[config.mk]
export PLATFORM = sky130hd
export DESIGN_NAME = fpl_front_panel
export DESIGN_NICKNAME = d
export VERILOG_FILES = /design/src/inc/fpl_pkg.sv /design/src/hdl/fpl_front_panel.sv
export VERILOG_INCLUDE_DIRS = /design/src /design/src/inc
export SDC_FILE = /design/constraint.sdc
export NUM_CORES = 1
export LEC_CHECK = 0
export BUFFER_PORTS_ARGS = -buffer_cell sky130_fd_sc_hd__buf_2
export CAP_MARGIN = 5
export CELL_PAD_IN_SITES_DETAIL_PLACEMENT = 0
export CELL_PAD_IN_SITES_GLOBAL_PLACEMENT = 1
export CORE_AREA = 2 2 99 101
export DETAILED_ROUTE_END_ITERATION = 16
export DIE_AREA = 0 0 101 103
export GPL_TIMING_DRIVEN = 0
export PLACE_DENSITY = 0.8
export SYNTH_ARGS = -nofsm -noshare
export SYNTH_HDL_FRONTEND = slang
export SYNTH_SLANG_ARGS = --single-unit
[constraint.sdc]
create_clock -name i_clk -period 2.05 [get_ports i_clk]
set_input_delay 0.3075 -clock i_clk [delete_from_list [all_inputs] [get_ports i_clk]]
set_output_delay 0.3075 -clock i_clk [all_outputs]
set_load 0.02 [all_outputs]
[src/inc/fpl_regs.svh]
// register offsets, reset values and timing counts of the panel indicator block
`ifndef FPL_REGS_SVH
`define FPL_REGS_SVH

`define FPL_ADDR_W          4
`define FPL_OFF_CTRL        4'h0
`define FPL_OFF_CODE        4'h1
`define FPL_OFF_STAT        4'h2
`define FPL_OFF_IRQ_STAT    4'h3
`define FPL_OFF_IRQ_MASK    4'h4

`define FPL_CTRL_IDENT_BIT  0
`define FPL_CTRL_RST        8'h00
`define FPL_CODE_RST        8'h00
`define FPL_IRQ_MASK_RST    8'h00

`define FPL_IRQ_CRIT_BIT    0
`define FPL_IRQ_NCRIT_BIT   1
`define FPL_IRQ_CODE_BIT    2
`define FPL_IRQ_W           3

`define FPL_BLINK_MS        500
`define FPL_CLK_MHZ         250
`define FPL_BLINK_CYC       (`FPL_BLINK_MS * 1000 * `FPL_CLK_MHZ)

`endif

[src/inc/fpl_pkg.sv]
// types of the panel indicator block
package fpl_pkg;

	typedef enum logic [1:0] {
		FPL_PWR_ON    = 2'b00,
		FPL_PWR_LIGHT = 2'b01,
		FPL_PWR_OFF   = 2'b10
	} fpl_pwr_t;

	typedef struct packed {
		logic ac_present;
		logic ready;
		logic degraded;
		logic noncrit;
		logic critical;
		logic regulator_alert;
		logic fans_short;
	} fpl_cond_t;

	typedef enum logic [2:0] {
		FPL_ST_OFF    = 3'b000,
		FPL_ST_GREEN  = 3'b001,
		FPL_ST_GBLINK = 3'b010,
		FPL_ST_ABLINK = 3'b011,
		FPL_ST_AMBER  = 3'b100
	} fpl_stat_t;

	typedef struct packed {
		logic power_green;
		logic status_green;
		logic status_amber;
		logic disk_green;
		logic ident_blue;
	} fpl_leds_t;

endpackage

[src/hdl/fpl_front_panel.sv]
// front panel and diagnostic indicator driver
`include "fpl_regs.svh"

module fpl_front_panel
	import fpl_pkg::*;
#(
	parameter int BLINK_CYC = `FPL_BLINK_CYC
) (
	// clock and reset
	input  wire logic                    i_clk,
	input  wire logic                    i_sys_rst,
	// system state
	input  wire fpl_pkg::fpl_pwr_t       i_pwr_state,
	input  wire fpl_pkg::fpl_cond_t      i_cond,
	input  wire logic                    i_disk_busy,
	input  wire logic                    i_ident_button,
	// register port
	input  wire logic [`FPL_ADDR_W-1:0]  i_addr,
	input  wire logic [7:0]              i_wdata,
	input  wire logic                    i_wr,
	input  wire logic                    i_rd,
	output logic      [7:0]              o_rdata,
	// indicators
	output fpl_pkg::fpl_leds_t           o_leds,
	output logic      [7:0]              o_diag,
	output logic                         o_irq
);
	import fpl_pkg::*;

	localparam int CW = $clog2(BLINK_CYC + 1);
	localparam logic [7:0] IMASK_RST = `FPL_IRQ_MASK_RST;

	// pin synchronisers
	logic [1:0]  pwr_s1_q, pwr_s2_q;
	fpl_cond_t   cond_s1_q, cond_s2_q;
	logic [1:0]  misc_s1_q, misc_s2_q;
	logic        disk_s, btn_s;

	always_ff @(posedge i_clk) begin
		if (i_sys_rst) begin
			pwr_s1_q  <= 2'h2;
			pwr_s2_q  <= 2'h2;
			cond_s1_q <= '0;
			cond_s2_q <= '0;
			misc_s1_q <= 2'h0;
			misc_s2_q <= 2'h0;
		end else begin
			pwr_s1_q  <= i_pwr_state;
			pwr_s2_q  <= pwr_s1_q;
			cond_s1_q <= i_cond;
			cond_s2_q <= cond_s1_q;
			misc_s1_q <= {i_ident_button, i_disk_busy};
			misc_s2_q <= misc_s1_q;
		end
	end
	assign disk_s = misc_s2_q[0];
	assign btn_s  = misc_s2_q[1];

	// shared blink divider
	logic [CW-1:0] div_q, div_d;
	logic          blink_q, blink_d;

	always_comb begin
		div_d   = div_q + CW'(1);
		blink_d = blink_q;
		if (div_q == CW'(BLINK_CYC - 1)) begin
			div_d   = '0;
			blink_d = ~blink_q;
		end
	end

	always_ff @(posedge i_clk) begin
		if (i_sys_rst) begin
			div_q   <= '0;
			blink_q <= 1'b0;
		end else begin
			div_q   <= div_d;
			blink_q <= blink_d;
		end
	end

	// registers and interrupts
	logic [7:0]           ctrl_q, ctrl_d, code_q, code_d;
	logic [`FPL_IRQ_W-1:0] ist_q, ist_d, imask_q, imask_d, ev;
	logic [7:0]           rdata_d;
	logic                 crit_prev_q, ncrit_prev_q;
	logic                 crit_now, ncrit_now, code_wr;

	assign crit_now  = cond_s2_q.critical;
	assign ncrit_now = cond_s2_q.noncrit | cond_s2_q.regulator_alert
		| cond_s2_q.fans_short;
	assign code_wr = i_wr && (i_addr == `FPL_OFF_CODE);

	always_comb begin
		ev = '0;
		ev[`FPL_IRQ_CRIT_BIT]  = crit_now & ~crit_prev_q;
		ev[`FPL_IRQ_NCRIT_BIT] = ncrit_now & ~ncrit_prev_q;
		ev[`FPL_IRQ_CODE_BIT]  = code_wr;
		ctrl_d  = ctrl_q;
		code_d  = code_q;
		imask_d = imask_q;
		ist_d   = ist_q;
		if (i_wr) begin
			case (i_addr)
				`FPL_OFF_CTRL:     ctrl_d  = i_wdata;
				`FPL_OFF_CODE:     code_d  = i_wdata;
				`FPL_OFF_IRQ_STAT: ist_d   = ist_q & ~i_wdata[`FPL_IRQ_W-1:0];
				`FPL_OFF_IRQ_MASK: imask_d = i_wdata[`FPL_IRQ_W-1:0];
				default:           ;
			endcase
		end
		ist_d = ist_d | ev;
		rdata_d = 8'h00;
		if (i_rd) begin
			case (i_addr)
				`FPL_OFF_CTRL:     rdata_d = ctrl_q;
				`FPL_OFF_CODE:     rdata_d = code_q;
				`FPL_OFF_STAT:     rdata_d = {3'h0, o_leds};
				`FPL_OFF_IRQ_STAT: rdata_d = {5'h0, ist_q};
				`FPL_OFF_IRQ_MASK: rdata_d = {5'h0, imask_q};
				default:           rdata_d = 8'h00;
			endcase
		end
	end

	always_ff @(posedge i_clk) begin
		if (i_sys_rst) begin
			ctrl_q       <= `FPL_CTRL_RST;
			code_q       <= `FPL_CODE_RST;
			imask_q      <= IMASK_RST[`FPL_IRQ_W-1:0];
			ist_q        <= '0;
			o_rdata      <= 8'h00;
			crit_prev_q  <= 1'b0;
			ncrit_prev_q <= 1'b0;
		end else begin
			ctrl_q       <= ctrl_d;
			code_q       <= code_d;
			imask_q      <= imask_d;
			ist_q        <= ist_d;
			o_rdata      <= rdata_d;
			crit_prev_q  <= crit_now;
			ncrit_prev_q <= ncrit_now;
		end
	end

	assign o_irq = |(ist_q & imask_q);

	// recorded condition since power loss
	logic seen_q, seen_d;
	always_comb begin
		seen_d = seen_q | crit_now | ncrit_now | cond_s2_q.degraded;
		if (!cond_s2_q.ac_present)
			seen_d = 1'b0;
	end

	// status selection
	fpl_stat_t stat_sel;
	logic      standby;
	assign standby = (fpl_pwr_t'(pwr_s2_q) != FPL_PWR_ON);

	always_comb begin
		if (!cond_s2_q.ac_present)
			stat_sel = FPL_ST_OFF;
		else if (crit_now)
			stat_sel = FPL_ST_AMBER;
		else if (ncrit_now)
			stat_sel = FPL_ST_ABLINK;
		else if (cond_s2_q.degraded)
			stat_sel = FPL_ST_GBLINK;
		else if (standby && !seen_q)
			stat_sel = FPL_ST_OFF;
		else if (cond_s2_q.ready)
			stat_sel = FPL_ST_GREEN;
		else
			stat_sel = FPL_ST_OFF;
	end

	// indicator outputs
	fpl_leds_t leds_d;
	logic [7:0] diag_d;

	always_comb begin
		leds_d = '0;
		case (fpl_pwr_t'(pwr_s2_q))
			FPL_PWR_ON:    leds_d.power_green = 1'b1;
			FPL_PWR_LIGHT: leds_d.power_green = blink_q;
			default:       leds_d.power_green = 1'b0;
		endcase
		case (stat_sel)
			FPL_ST_GREEN:  leds_d.status_green = 1'b1;
			FPL_ST_GBLINK: leds_d.status_green = blink_q;
			FPL_ST_AMBER:  leds_d.status_amber = 1'b1;
			FPL_ST_ABLINK: leds_d.status_amber = blink_q;
			default:       ;
		endcase
		leds_d.disk_green = disk_s & blink_q;
		if (btn_s)
			leds_d.ident_blue = 1'b1;
		else if (ctrl_q[`FPL_CTRL_IDENT_BIT])
			leds_d.ident_blue = blink_q;
		for (int i = 0; i < 8; i++)
			diag_d[i] = code_q[i];
	end

	always_ff @(posedge i_clk) begin
		if (i_sys_rst) begin
			o_leds <= '0;
			o_diag <= 8'h00;
			seen_q <= 1'b0;
		end else begin
			o_leds <= leds_d;
			o_diag <= diag_d;
			seen_q <= seen_d;
		end
	end

	// checks
	a_amber_steady: assert property (@(posedge i_clk)
		disable iff (i_sys_rst)
		(stat_sel == FPL_ST_AMBER) |=> o_leds.status_amber)
		else $error("critical alarm not steady amber");
	a_crit_wins: assert property (@(posedge i_clk)
		disable iff (i_sys_rst)
		(cond_s2_q.ac_present && crit_now) |=> !o_leds.status_green)
		else $error("green shown during critical alarm");
	a_no_ac_off: assert property (@(posedge i_clk)
		disable iff (i_sys_rst)
		!cond_s2_q.ac_present
		|=> !o_leds.status_green && !o_leds.status_amber)
		else $error("status lit without power");
	a_standby_off: assert property (@(posedge i_clk)
		disable iff (i_sys_rst)
		(cond_s2_q.ac_present && !crit_now && !ncrit_now
		&& !cond_s2_q.degraded && standby && !seen_q)
		|=> !o_leds.status_green && !o_leds.status_amber)
		else $error("status lit in standby with none recorded");
	a_green_steady: assert property (@(posedge i_clk)
		disable iff (i_sys_rst)
		(stat_sel == FPL_ST_GREEN) |=> o_leds.status_green)
		else $error("ready not steady green");
	a_green_blink: assert property (@(posedge i_clk)
		disable iff (i_sys_rst)
		(stat_sel == FPL_ST_GBLINK)
		|=> o_leds.status_green == $past(blink_q))
		else $error("degraded not blinking green");
	a_ncrit_amber: assert property (@(posedge i_clk)
		disable iff (i_sys_rst)
		(cond_s2_q.ac_present && !crit_now && ncrit_now)
		|=> !o_leds.status_green)
		else $error("green shown during non-critical failure");
	a_pwr_on: assert property (@(posedge i_clk)
		disable iff (i_sys_rst)
		(pwr_s2_q == FPL_PWR_ON) |=> o_leds.power_green)
		else $error("power not lit when on");
	a_pwr_blink: assert property (@(posedge i_clk)
		disable iff (i_sys_rst)
		(pwr_s2_q == FPL_PWR_LIGHT)
		|=> o_leds.power_green == $past(blink_q))
		else $error("power not blinking in sleep");
	a_pwr_off: assert property (@(posedge i_clk)
		disable iff (i_sys_rst)
		(pwr_s2_q == FPL_PWR_OFF) |=> !o_leds.power_green)
		else $error("power lit when off");
	a_disk_idle: assert property (@(posedge i_clk)
		disable iff (i_sys_rst)
		!disk_s |=> !o_leds.disk_green)
		else $error("disk lit with no access");
	a_disk_blink: assert property (@(posedge i_clk)
		disable iff (i_sys_rst)
		disk_s |=> o_leds.disk_green == $past(blink_q))
		else $error("disk not blinking on access");
	a_ident_btn: assert property (@(posedge i_clk)
		disable iff (i_sys_rst)
		btn_s |=> o_leds.ident_blue)
		else $error("ident not lit on button");
	a_ident_idle: assert property (@(posedge i_clk)
		disable iff (i_sys_rst)
		(!btn_s && !ctrl_q[`FPL_CTRL_IDENT_BIT]) |=> !o_leds.ident_blue)
		else $error("ident lit with no request");
	a_ident_soft: assert property (@(posedge i_clk)
		disable iff (i_sys_rst)
		(!btn_s && ctrl_q[`FPL_CTRL_IDENT_BIT])
		|=> o_leds.ident_blue == $past(blink_q))
		else $error("ident not blinking on software request");
	a_diag_bits: assert property (@(posedge i_clk)
		disable iff (i_sys_rst)
		1'b1 |=> o_diag == $past(code_q))
		else $error("progress code bits not mapped");
	a_code_write: assert property (@(posedge i_clk)
		disable iff (i_sys_rst)
		code_wr |=> ##1 (o_diag == $past(i_wdata, 2)))
		else $error("progress code not shown");
	a_code_hold: assert property (@(posedge i_clk)
		disable iff (i_sys_rst)
		(!code_wr && !$past(code_wr)) |=> $stable(o_diag))
		else $error("progress code changed without write");
	a_blink_phase: assert property (@(posedge i_clk)
		disable iff (i_sys_rst)
		(stat_sel == FPL_ST_ABLINK)
		|=> o_leds.status_amber == $past(blink_q))
		else $error("blink out of phase");
	a_crit_irq: assert property (@(posedge i_clk)
		disable iff (i_sys_rst)
		(crit_now && !crit_prev_q) |=> ist_q[`FPL_IRQ_CRIT_BIT])
		else $error("critical event not latched");

endmodule

== After elaboration in Yosys (flattened, before gate mapping) ==
Index checks and enable logic that the tools add are counted.
Widths: inputs -> output; s select.

* Register bits: 96
* Input bits: 27
* Output and inout port bits: 22
* Word-level logic and storage cells: 89

* $add $sub $neg: 1
* Equal/unequal tests: 10
* Mux-type cells: 14
* Bitwise operators: 17
* Reduce and logical (&&, ||, !) cells: 13

{| class="wikitable"
|+ Operator list
! kind !! count
|-
| $pmux 8 s5 || 1
|-
| $add 27x1->27 const B || 1
|-
| $eq 27x27->1 const B || 1
|-
| $mux 3 || 4
|-
| $eq 4x2->1 const B || 2
|-
| $and 3x3->3 || 2
|-
| $eq 3x2->1 const B || 2
|-
| $pmux 1 s2 || 3
|-
| $reduce_and 2->1 || 3
|-
| $reduce_or 2->1 || 3
|-
| $not 1->1 || 5
|-
| $or 1x1->1 || 5
|-
| $eq 4x1->1 const B || 1
|-
| $eq 4x3->1 const B || 1
|-
| $logic_not 4->1 || 1
|-
| $mux 1 || 4
|-
| $mux 2 || 2
|-
| $and 1x1->1 || 3
|-
| $eq 3x1->1 const B || 1
|-
| $eq 3x3->1 const B || 1
|-
| $not 3->3 || 1
|-
| $or 3x3->3 || 1
|-
| $reduce_or 3->1 || 1
|-
| $eq 2x1->1 const B || 1
|-
| other kinds (4) || 5
|}

== Longest topological paths before layout ==
Gate-level depths: netlist of run 1.

* Depth in word-level cells: 9
* Mapped depth: 6
* Mapped depth without buffers: 5

== Least setup slack after synthesis of run 1 ==
No wires, ideal clock.

* Kind: reg2reg
* From: register div_q[0]
* To: register div_q[10]
* Library setup time: 128 ps
* Data arrival time: 1867 ps
* Required time: 1922 ps
* Setup slack: 56 ps
* Cell stages (with the launch flop): 7
* Path buffers: 1
* Period minus slack after synthesis: 1994 ps
* Path through: dfxtp_1 ha_1 nand2_1 or4_1 o21bai_2 clkbuf_1 nor2_1

* Word-level cells in the longest chain between the ends: 2
* Elaborated cells on any way between the ends: 3

{| class="wikitable"
|+ RTL lines
! what !! RTL line !! RTL
|-
| start: declaration || fpl_front_panel.sv:60 || <nowiki>logic [CW-1:0] div_q, div_d;</nowiki>
|-
| start signal: assignment || fpl_front_panel.sv:77 || <nowiki>div_q <= div_d;</nowiki>
|-
| parallel branches: the longest is 2 deep, another holds $add 27x1->27 || - ||
|}

Several ways; the timed one is not identified.
A chain may end at the register's enable or synchronous reset.

== Worst setup path after layout of run 1 ==
* From: register div_q[8]
* To: register div_q[25]

The elaborated chain is that of the path after synthesis.

==> summary.txt, run 1 <==
Outcome
  • Outcome: complete, no violations

Critical path
  • Slowest CP cell: or4_4
  • Required @ worst endpoint: 2.34 ns
  • CP dominant cell by count: or4_4
  • CP Buf/Inv Count: 1
  • Crit-path max FO: 10
  • Worst setup path category: reg2reg
  • Critical-path cell list: nand4_4, or4_4, buf_2, or4_4, a21oi_2
  • Startpoint types: flip-flop
  • Worst reg2reg startpoint: div_q[8]
  • Cell family with most CP delay: simple AND/OR/NAND/NOR gates
  • Critical Path Max Stage Delay: 0.54 ns
  • CP Launch Point: div_q[8]
  • Arrival time at the worst endpoint: 2.24 ns
  • Crit. End Element: flip-flop

Timing
  • Setup violators final: 0
  • Period utilisation layout: 95.2%
  • Worst Slack Setup Final: 0.0981 ns
  • Clock skew: 0.0114 ns
  • FMAX: 512 MHz
  • Final Hold Vio Count: 0
  • Slew @ Worst Pin: 0.696 ns
  • Worst hold margin: 0.152 ns
  • Period minus WS final: 1.95 ns
  • RSZ-0062 raised after global routing: yes
  • Slew margin rel.: 53.6%
  • Max Slew Vio Count: 0

Floorplan
  • Die height: 103 um
  • Num ports: 49
  • Core Box Area: 0.00946 mm^2
  • Die Footprint: 0.0104 mm^2
  • Core Rows: 36
  • Die Wd: 101 um
  • Starting Density: 37.6%

Power and ir drop
  • Combinational power share: 5.1%
  • Pwr dens: 751 mW/mm^2
  • Leak: 0.00162 uW
  • Flop pwr share: 61.2%
  • Psw: 729 uW
  • Clock share of power: 33.7%
  • Switching share of power: 23.3%
  • Int Pwr: 2400 uW
  • Maximum vdd ir drop: 0.323 mV

CTS
  • Clock net sink count: 96
  • TritonCTS clock tree: built
  • Hold-fix buffer count after cts: 0
  • Htree depth: 3
  • Clock buffer depth: 2
  • Total CTS buffers: 9
  • Worst-skew pair later-pin latency: 0.36 ns
  • Clk slew on worst S/H paths: 0.09 ns
  • Clock Root Buffer: clkbuf_8

Layout
  • Commonest non-fill, non-tap cells in the layout: dfxtp_1, nor2_1, buf_2
  • Final nets: 455
  • ANT cells: 0
  • Post-route insts no fill: 545
  • Area grow syn2layout: 17.3%
  • Core Util, Final: 44.1%
  • Layout cell share with drive strength beyond 1: 21.8%
  • Commonest non-fill, non-tap cell in the layout: dfxtp_1

Place
  • Gpl congestion: 0.782
  • DP Cell Count: 528
  • Port Buf Inserts: 47
  • Dpl hpwl: 4.93 mm
  • DP Worst Slack: -0.364 ns

Synth
  • Warnings, synthesis: 0
  • EDFF count, synth: 0
  • Post-Synth Simple-Gate Area: 24.8%
  • Area fraction of the dominant cell type after synthesis: 54.1%
  • Seq/Total Area, Yosys: 54.1%
  • Netlist cell types: 34
  • Synth area leader: dfxtp_1
  • Synthesized Nets: 395
  • Post-synthesis xor/xnor area fraction: 3.70%
  • Largest family of logic cells by synthesized area: simple AND/OR/NAND/NOR gates
  • Post-synthesis mux area share: 8.66%
  • #FFs+latches synth: 96
  • Mapped Cells: 367
  • Synthesized area: 0.00355 mm^2
  • Compound-cell area share of the yosys netlist: 5.98%
  • Leading post-synthesis cells by cell area: dfxtp_1, mux2i_1, nor2_1
  • Main synth FF type: dfxtp_1
  • Synth Area in Adders: 0.352%
  • Ys async rst share: 0%
  • Mean Syn Cell Area: 9.69 um^2

Job
  • Max_cap viols: 0

Route
  • Vias per cell: 4.89
  • Detailed Route WL: 6.86 mm
  • Final ANT Viol Nets: 0
  • DRC errors left: 0
  • DRT iter0 DRCs: 99
  • DR WL/cell: 12.6 um
  • First-pass DRT Iterations: 4
  • Via Count: 2667

Global route
  • Total GRT Usage: 13.8%
  • Global-route wire length before repair: 11.2 mm
  • Number of global-route vias before repair: 2397
  • Initial antenna violation count: 0
  • Largest net degree at the start of global routing: 16
  • Grt total ovfl: 0

Hold path
  • Hold path startpoint: i_pwr_state[1]
  • Worst Hold Class: in2reg
sequential cells by signal, indices dropped and copies added (netlist names), 3 cells and up:
name       flops
o_rdata        8
cond_s1_q      7
imask_q        3
cond_s2_q      6
div_q         27
code_q         8
o_leds         5
o_diag         8
ist_q          3
ctrl_q         8
layout make-up:
cell class	instances	area, um^2
Tap cell	114	143
Buffer	16	75.1
Clock buffer	10	128
Fill cell	892	5290
Inverter	6	22.5
Timing Repair Buffer	49	250
Sequential cell	96	1940
Multi-Input combinational cell	249	1570
Clock inverter	5	33.8
per-stage QoR:
stage | TNS [ns] | instance area (um^2) | power [uW]
CTS | 0 | 4130 | 3180
global route | -0.00246 | 4170 | 3270
detailed placement | -5.57 | 3930 | 2120
floorplan | 0 | 3550 | 2060
global placement | -4.97 | 3930 | 2120
finish | 0 | 4170 | 3130
per-layer routing:
layer / global-route usage, % / share of wire, % / vias up
li1: - / - / 1381
met1: 17.3 / 49 / 1209
met2: 22.2 / 44 / 67
met3: 4.27 / 5.0 / 10
met4: 5.72 / 1.7 / 0
met5: 0 / 0 / -
synthesized netlist by cell type, drive strengths merged (5+ instances only):
cell     n
or3     11
o21ai   12
a21oi   21
inv      6
dfxtp   96
nand4    8
or4      5
nand2b   5
nor2b   32
nor4     6
mux2i   24
nor3     5
xnor2   13
clkbuf  12
nand2   13
nand3   14
nor2    59
logic make-up (layout without fill, tap and decap cells):
family          count (synthesis)  count (layout)
simple gates                  168             168
flops                          96              96
compound gates                 38              38
mux                            27              27
buf+inv                        22              86
xor+xnor                       15              15
fa+ha+maj                       1               1
power groups by stage:
stage | Combinational [uW] | Sequential (uW) | Clock [uW]
finish | 160 | 1920 | 1060
global route | 180 | 1920 | 1170
CTS | 161 | 1920 | 1100
detailed placement | 155 | 1960 | 0
global placement | 152 | 1960 | 0
floorplan | 93.6 | 1960 | 0
final timing paths:
| check | end | slack (ns) | depth (start not counted) |
|---|---|---|---|
| setup reg to reg | div_q[25] | 0.1 | 5 |
| setup / recovery | div_q[25] | 0.1 | 5 |
| hold reg to reg | pwr_s2_q[1] | 0.40 | 1 |
| hold / removal | pwr_s1_q[1] | 0.15 | 2 |
timing repair:
item,CTS,global route
gates resized for setup,7,20
setup buffers,2,0
setup endpoints to repair,22,23
pin swaps,1,1
Note: power is estimated with default switching activity, not from simulation.
==> run 2, diff against run 1 <==
- ABC_AREA: default -> 1
- CORE_AREA: 2 2 99 101 -> 2 2 105 107
- CTS_CLUSTER_SIZE: default -> 25
- DIE_AREA: 0 0 101 103 -> 0 0 107 109
- RECOVER_POWER: default -> 100
==> summary.txt, run 2 <==
Layout
  • Area grow syn2layout: 13.9%
  • Post-route insts no fill: 727 (+33%)
  • FF+latch area: 0.00192 mm^2 (-1.1%)
  • Area of the multi-input gates: 0.00158 mm^2 (+0.56%)
  • Commonest non-fill, non-tap cell in the layout: nand2_1
  • Max reg flops: 27 (unchanged)
  • ANT cells: 0 (unchanged)
  • Final nets: 610 (+34%)
  • Layout fillers: 1110 (+24%)
  • Post-layout instance area: 0.00437 mm^2 (+4.7%)
  • Layout cell share with drive strength beyond 1: 8.35% (-13 points)
  • Commonest non-fill, non-tap cells in the layout: nand2_1, nor2_1, dfxtp_1
  • Largest register by flop count: div_q

Critical path
  • CP Launch Point: div_q[0]
  • Startpoint types: flip-flop
  • Reg2Reg Capture Point: div_q[5]
  • Required @ worst endpoint: 2.30 ns (-0.04 ns)
  • Reg2Reg Setup Slack: 0.24 ns (+0.15 ns)
  • Crit-path max FO: 10 (unchanged)
  • Critical Path Max Stage Delay: 0.43 ns (-0.11 ns)
  • Critical-path cell list: ha_1, inv_1, nor2_4, nand2_1, nor2_1, nand2_1, nand2_4, buf_6, nor2_1
  • Slowest CP cell: dfxtp_1
  • Arrival time at the worst endpoint: 2.06 ns (-0.18 ns)
  • Worst setup path category: reg2reg
  • Crit. End Element: flip-flop
  • Worst reg2reg startpoint: div_q[0]
  • R2r worst-path depth: 9 (+4)

Synth
  • #FFs+latches synth: 96 (unchanged)
  • Warnings, synthesis: 0 (unchanged)
  • Synthesized Nets: 552 (+40%)
  • Mapped Cells: 524 (+43%)
  • EDFF count, synth: 0 (unchanged)
  • Top post-synthesis cells by count: nand2_1, nor2_1, dfxtp_1
  • Mean Syn Cell Area: 7.31 um^2 (-24%)
  • Leading post-synthesis cells by cell area: dfxtp_1, nand2_1, nor2_1
  • Main synth FF type: dfxtp_1
  • Area fraction of the dominant cell type after synthesis: 50.1% (-3.9 points)
  • Synth area leader: dfxtp_1
  • Seq/Total Area, Yosys: 50.1% (-3.9 points)
  • Ys async rst share: 0% (unchanged)
  • Top-count cell post-synth: nand2_1
  • Netlist cell types: 31 (-8.8%)
  • Synthesized area: 0.00383 mm^2 (+7.8%)

CTS
  • TritonCTS clock tree: built
  • PostCTS Resize Cnt: 0 (-7)
  • Hold-fix buffer count after cts: 0 (unchanged)
  • Clock net sink count: 96 (unchanged)
  • Clock Root Buffer: clkbuf_8
  • Worst-skew pair later-pin latency: 0.36 ns (about the same)
  • Postcts setup bufs: 0 (-2)
  • Clk slew on worst S/H paths: 0.09 ns (about the same)
  • Clock buffer depth: 2 (unchanged)
  • Htree depth: 3 (unchanged)
  • Total CTS buffers: 9 (unchanged)

Timing
  • FMAX: 553 MHz (+8.0%)
  • Setup TNS: 0 ns (unchanged)
  • Setup violators final: 0 (unchanged)
  • Period utilisation layout: 88.1% (-7.1 points)
  • Worst hold margin: 0.128 ns (-0.0242 ns)
  • RSZ-0062 raised after global routing: no
  • Period minus WS final: 1.81 ns (-0.145 ns)
  • Max Slew Vio Count: 0 (unchanged)
  • Slew margin rel.: 59.1% (+5.5 points)
  • Clock skew: 0.0139 ns (+0.00253 ns)
  • Final Hold Vio Count: 0 (unchanged)
  • Slew @ Worst Pin: 0.608 ns (-0.0879 ns)

Power and ir drop
  • Overall power: 3210 uW (+2.3%)
  • Maximum vdd ir drop: 0.355 mV (+9.9%)
  • Leak: 0.00161 uW (-0.35%)
  • Pwr dens: 734 mW/mm^2 (-2.3%)

Route
  • Vias per cell: 4.47 (-8.7%)
  • First-pass DRT Iterations: 4 (unchanged)
  • DRC errors left: 0 (unchanged)
  • DRT iter0 DRCs: 179 (+81%)
  • DR WL/cell: 11.8 um (-6.0%)
  • Detailed Route WL: 8.61 mm (+25%)
  • Via Count: 3249 (+22%)
  • Final ANT Viol Nets: 0 (unchanged)

Global route
  • Global-route wire length before repair: 14.3 mm (+28%)
  • Largest net degree at the start of global routing: 17 (+1)
  • Number of global-route vias before repair: 3092 (+29%)
  • Initial antenna violation count: 0 (unchanged)
  • Grt total ovfl: 0 (unchanged)
  • Total GRT Usage: 15.7% (+1.9 points)

Floorplan
  • Starting Density: 36.1% (-1.4 points)
  • Die Wd: 107 um (+5.9%)
  • Core Box Area: 0.0106 mm^2 (+12%)
  • Core Rows: 38 (+5.6%)
  • Die Footprint: 0.0117 mm^2 (+12%)
  • Num ports: 49 (unchanged)
  • Die height: 109 um (+5.8%)

Outcome
  • Outcome: complete, no violations

Job
  • Max_cap viols: 0 (unchanged)

Hold path
  • Worst Hold End: pwr_s1_q[1]
  • Hold path depth: 2 (unchanged)
  • Hold path startpoint: i_pwr_state[1]
  • Worst Hold Class: in2reg

Place
  • Port Buf Inserts: 47 (unchanged)
  • Area post-placement: 0.00424 mm^2 (+7.9%)
  • Gpl congestion: 0.895 (+14%)
  • DP Cell Count: 711 (+35%)
  • Dpl hpwl: 6.43 mm (+30%)
[run 2: final cells by class]
class	count	area share, %
timing repair buffer	47	4.73
multi-input combinational	351	36.2
clock inverter	6	1.03
buffer	12	1.46
sequential	96	44.0
tap	140	4.01
inverter	65	5.59
clock buffer	10	2.92
[run 2: per-layer routing]
metal | share of wire (%) | GRT usage [%] | routed length, um | vias up
met4 | 0.71 | 5.19 | 61 | 0
li1 | - | - | - | 1751
met5 | 0 | 0 | 0 | -
met2 | 46 | 25.0 | 3920 | 60
met3 | 4.7 | 3.11 | 406 | 4
met1 | 49 | 21.4 | 4210 | 1434
[run 2: where the power goes]
group / switching (uW) / internal (uW) / leakage (uW)
logic: 107 / 57.7 / 0.000747
clock network: 672 / 448 / 0.0000842
registers: 17.4 / 1900 / 0.000780
[run 2: kinds of logic (layout without fill, tap and decap cells)]
family | Yosys count | in the layout | synth area share, %
simple gates | 277 | 277 | 30.1
flops | 96 | 96 | 50.1
buf+inv | 77 | 140 | 8.23
compound gates | 63 | 63 | 8.95
xor+xnor | 10 | 10 | 2.29
fa+ha+maj | 1 | 1 | 0.326
[run 2: worst max path at each step]
stage               slack [ns]   endpoint
floorplan                 0.58  div_q[16]
global placement          0.30   div_q[9]
detailed placement        0.27  div_q[12]
CTS                       0.26   div_q[9]
global route              0.06  div_q[12]
finish                    0.24   div_q[5]
[run 2: worst max-delay path: cells and delay by family, from the launching register on]
kind,cells,cell delay [ns]
buffers and inverters,2,0.26
DFF,1,0.43
adders and majority gates,1,0.26
and+or+nand+nor,6,0.74
[run 2: stage by stage]
step / utilization (%) / setup slack [ns]
final: 41.2 / 0.243
after detailed placement: 40.0 / 0.266
after CTS: 41.6 / 0.257
after global placement: 40.0 / 0.305
after floorplan: - / 0.580
after global routing: 41.2 / 0.0552
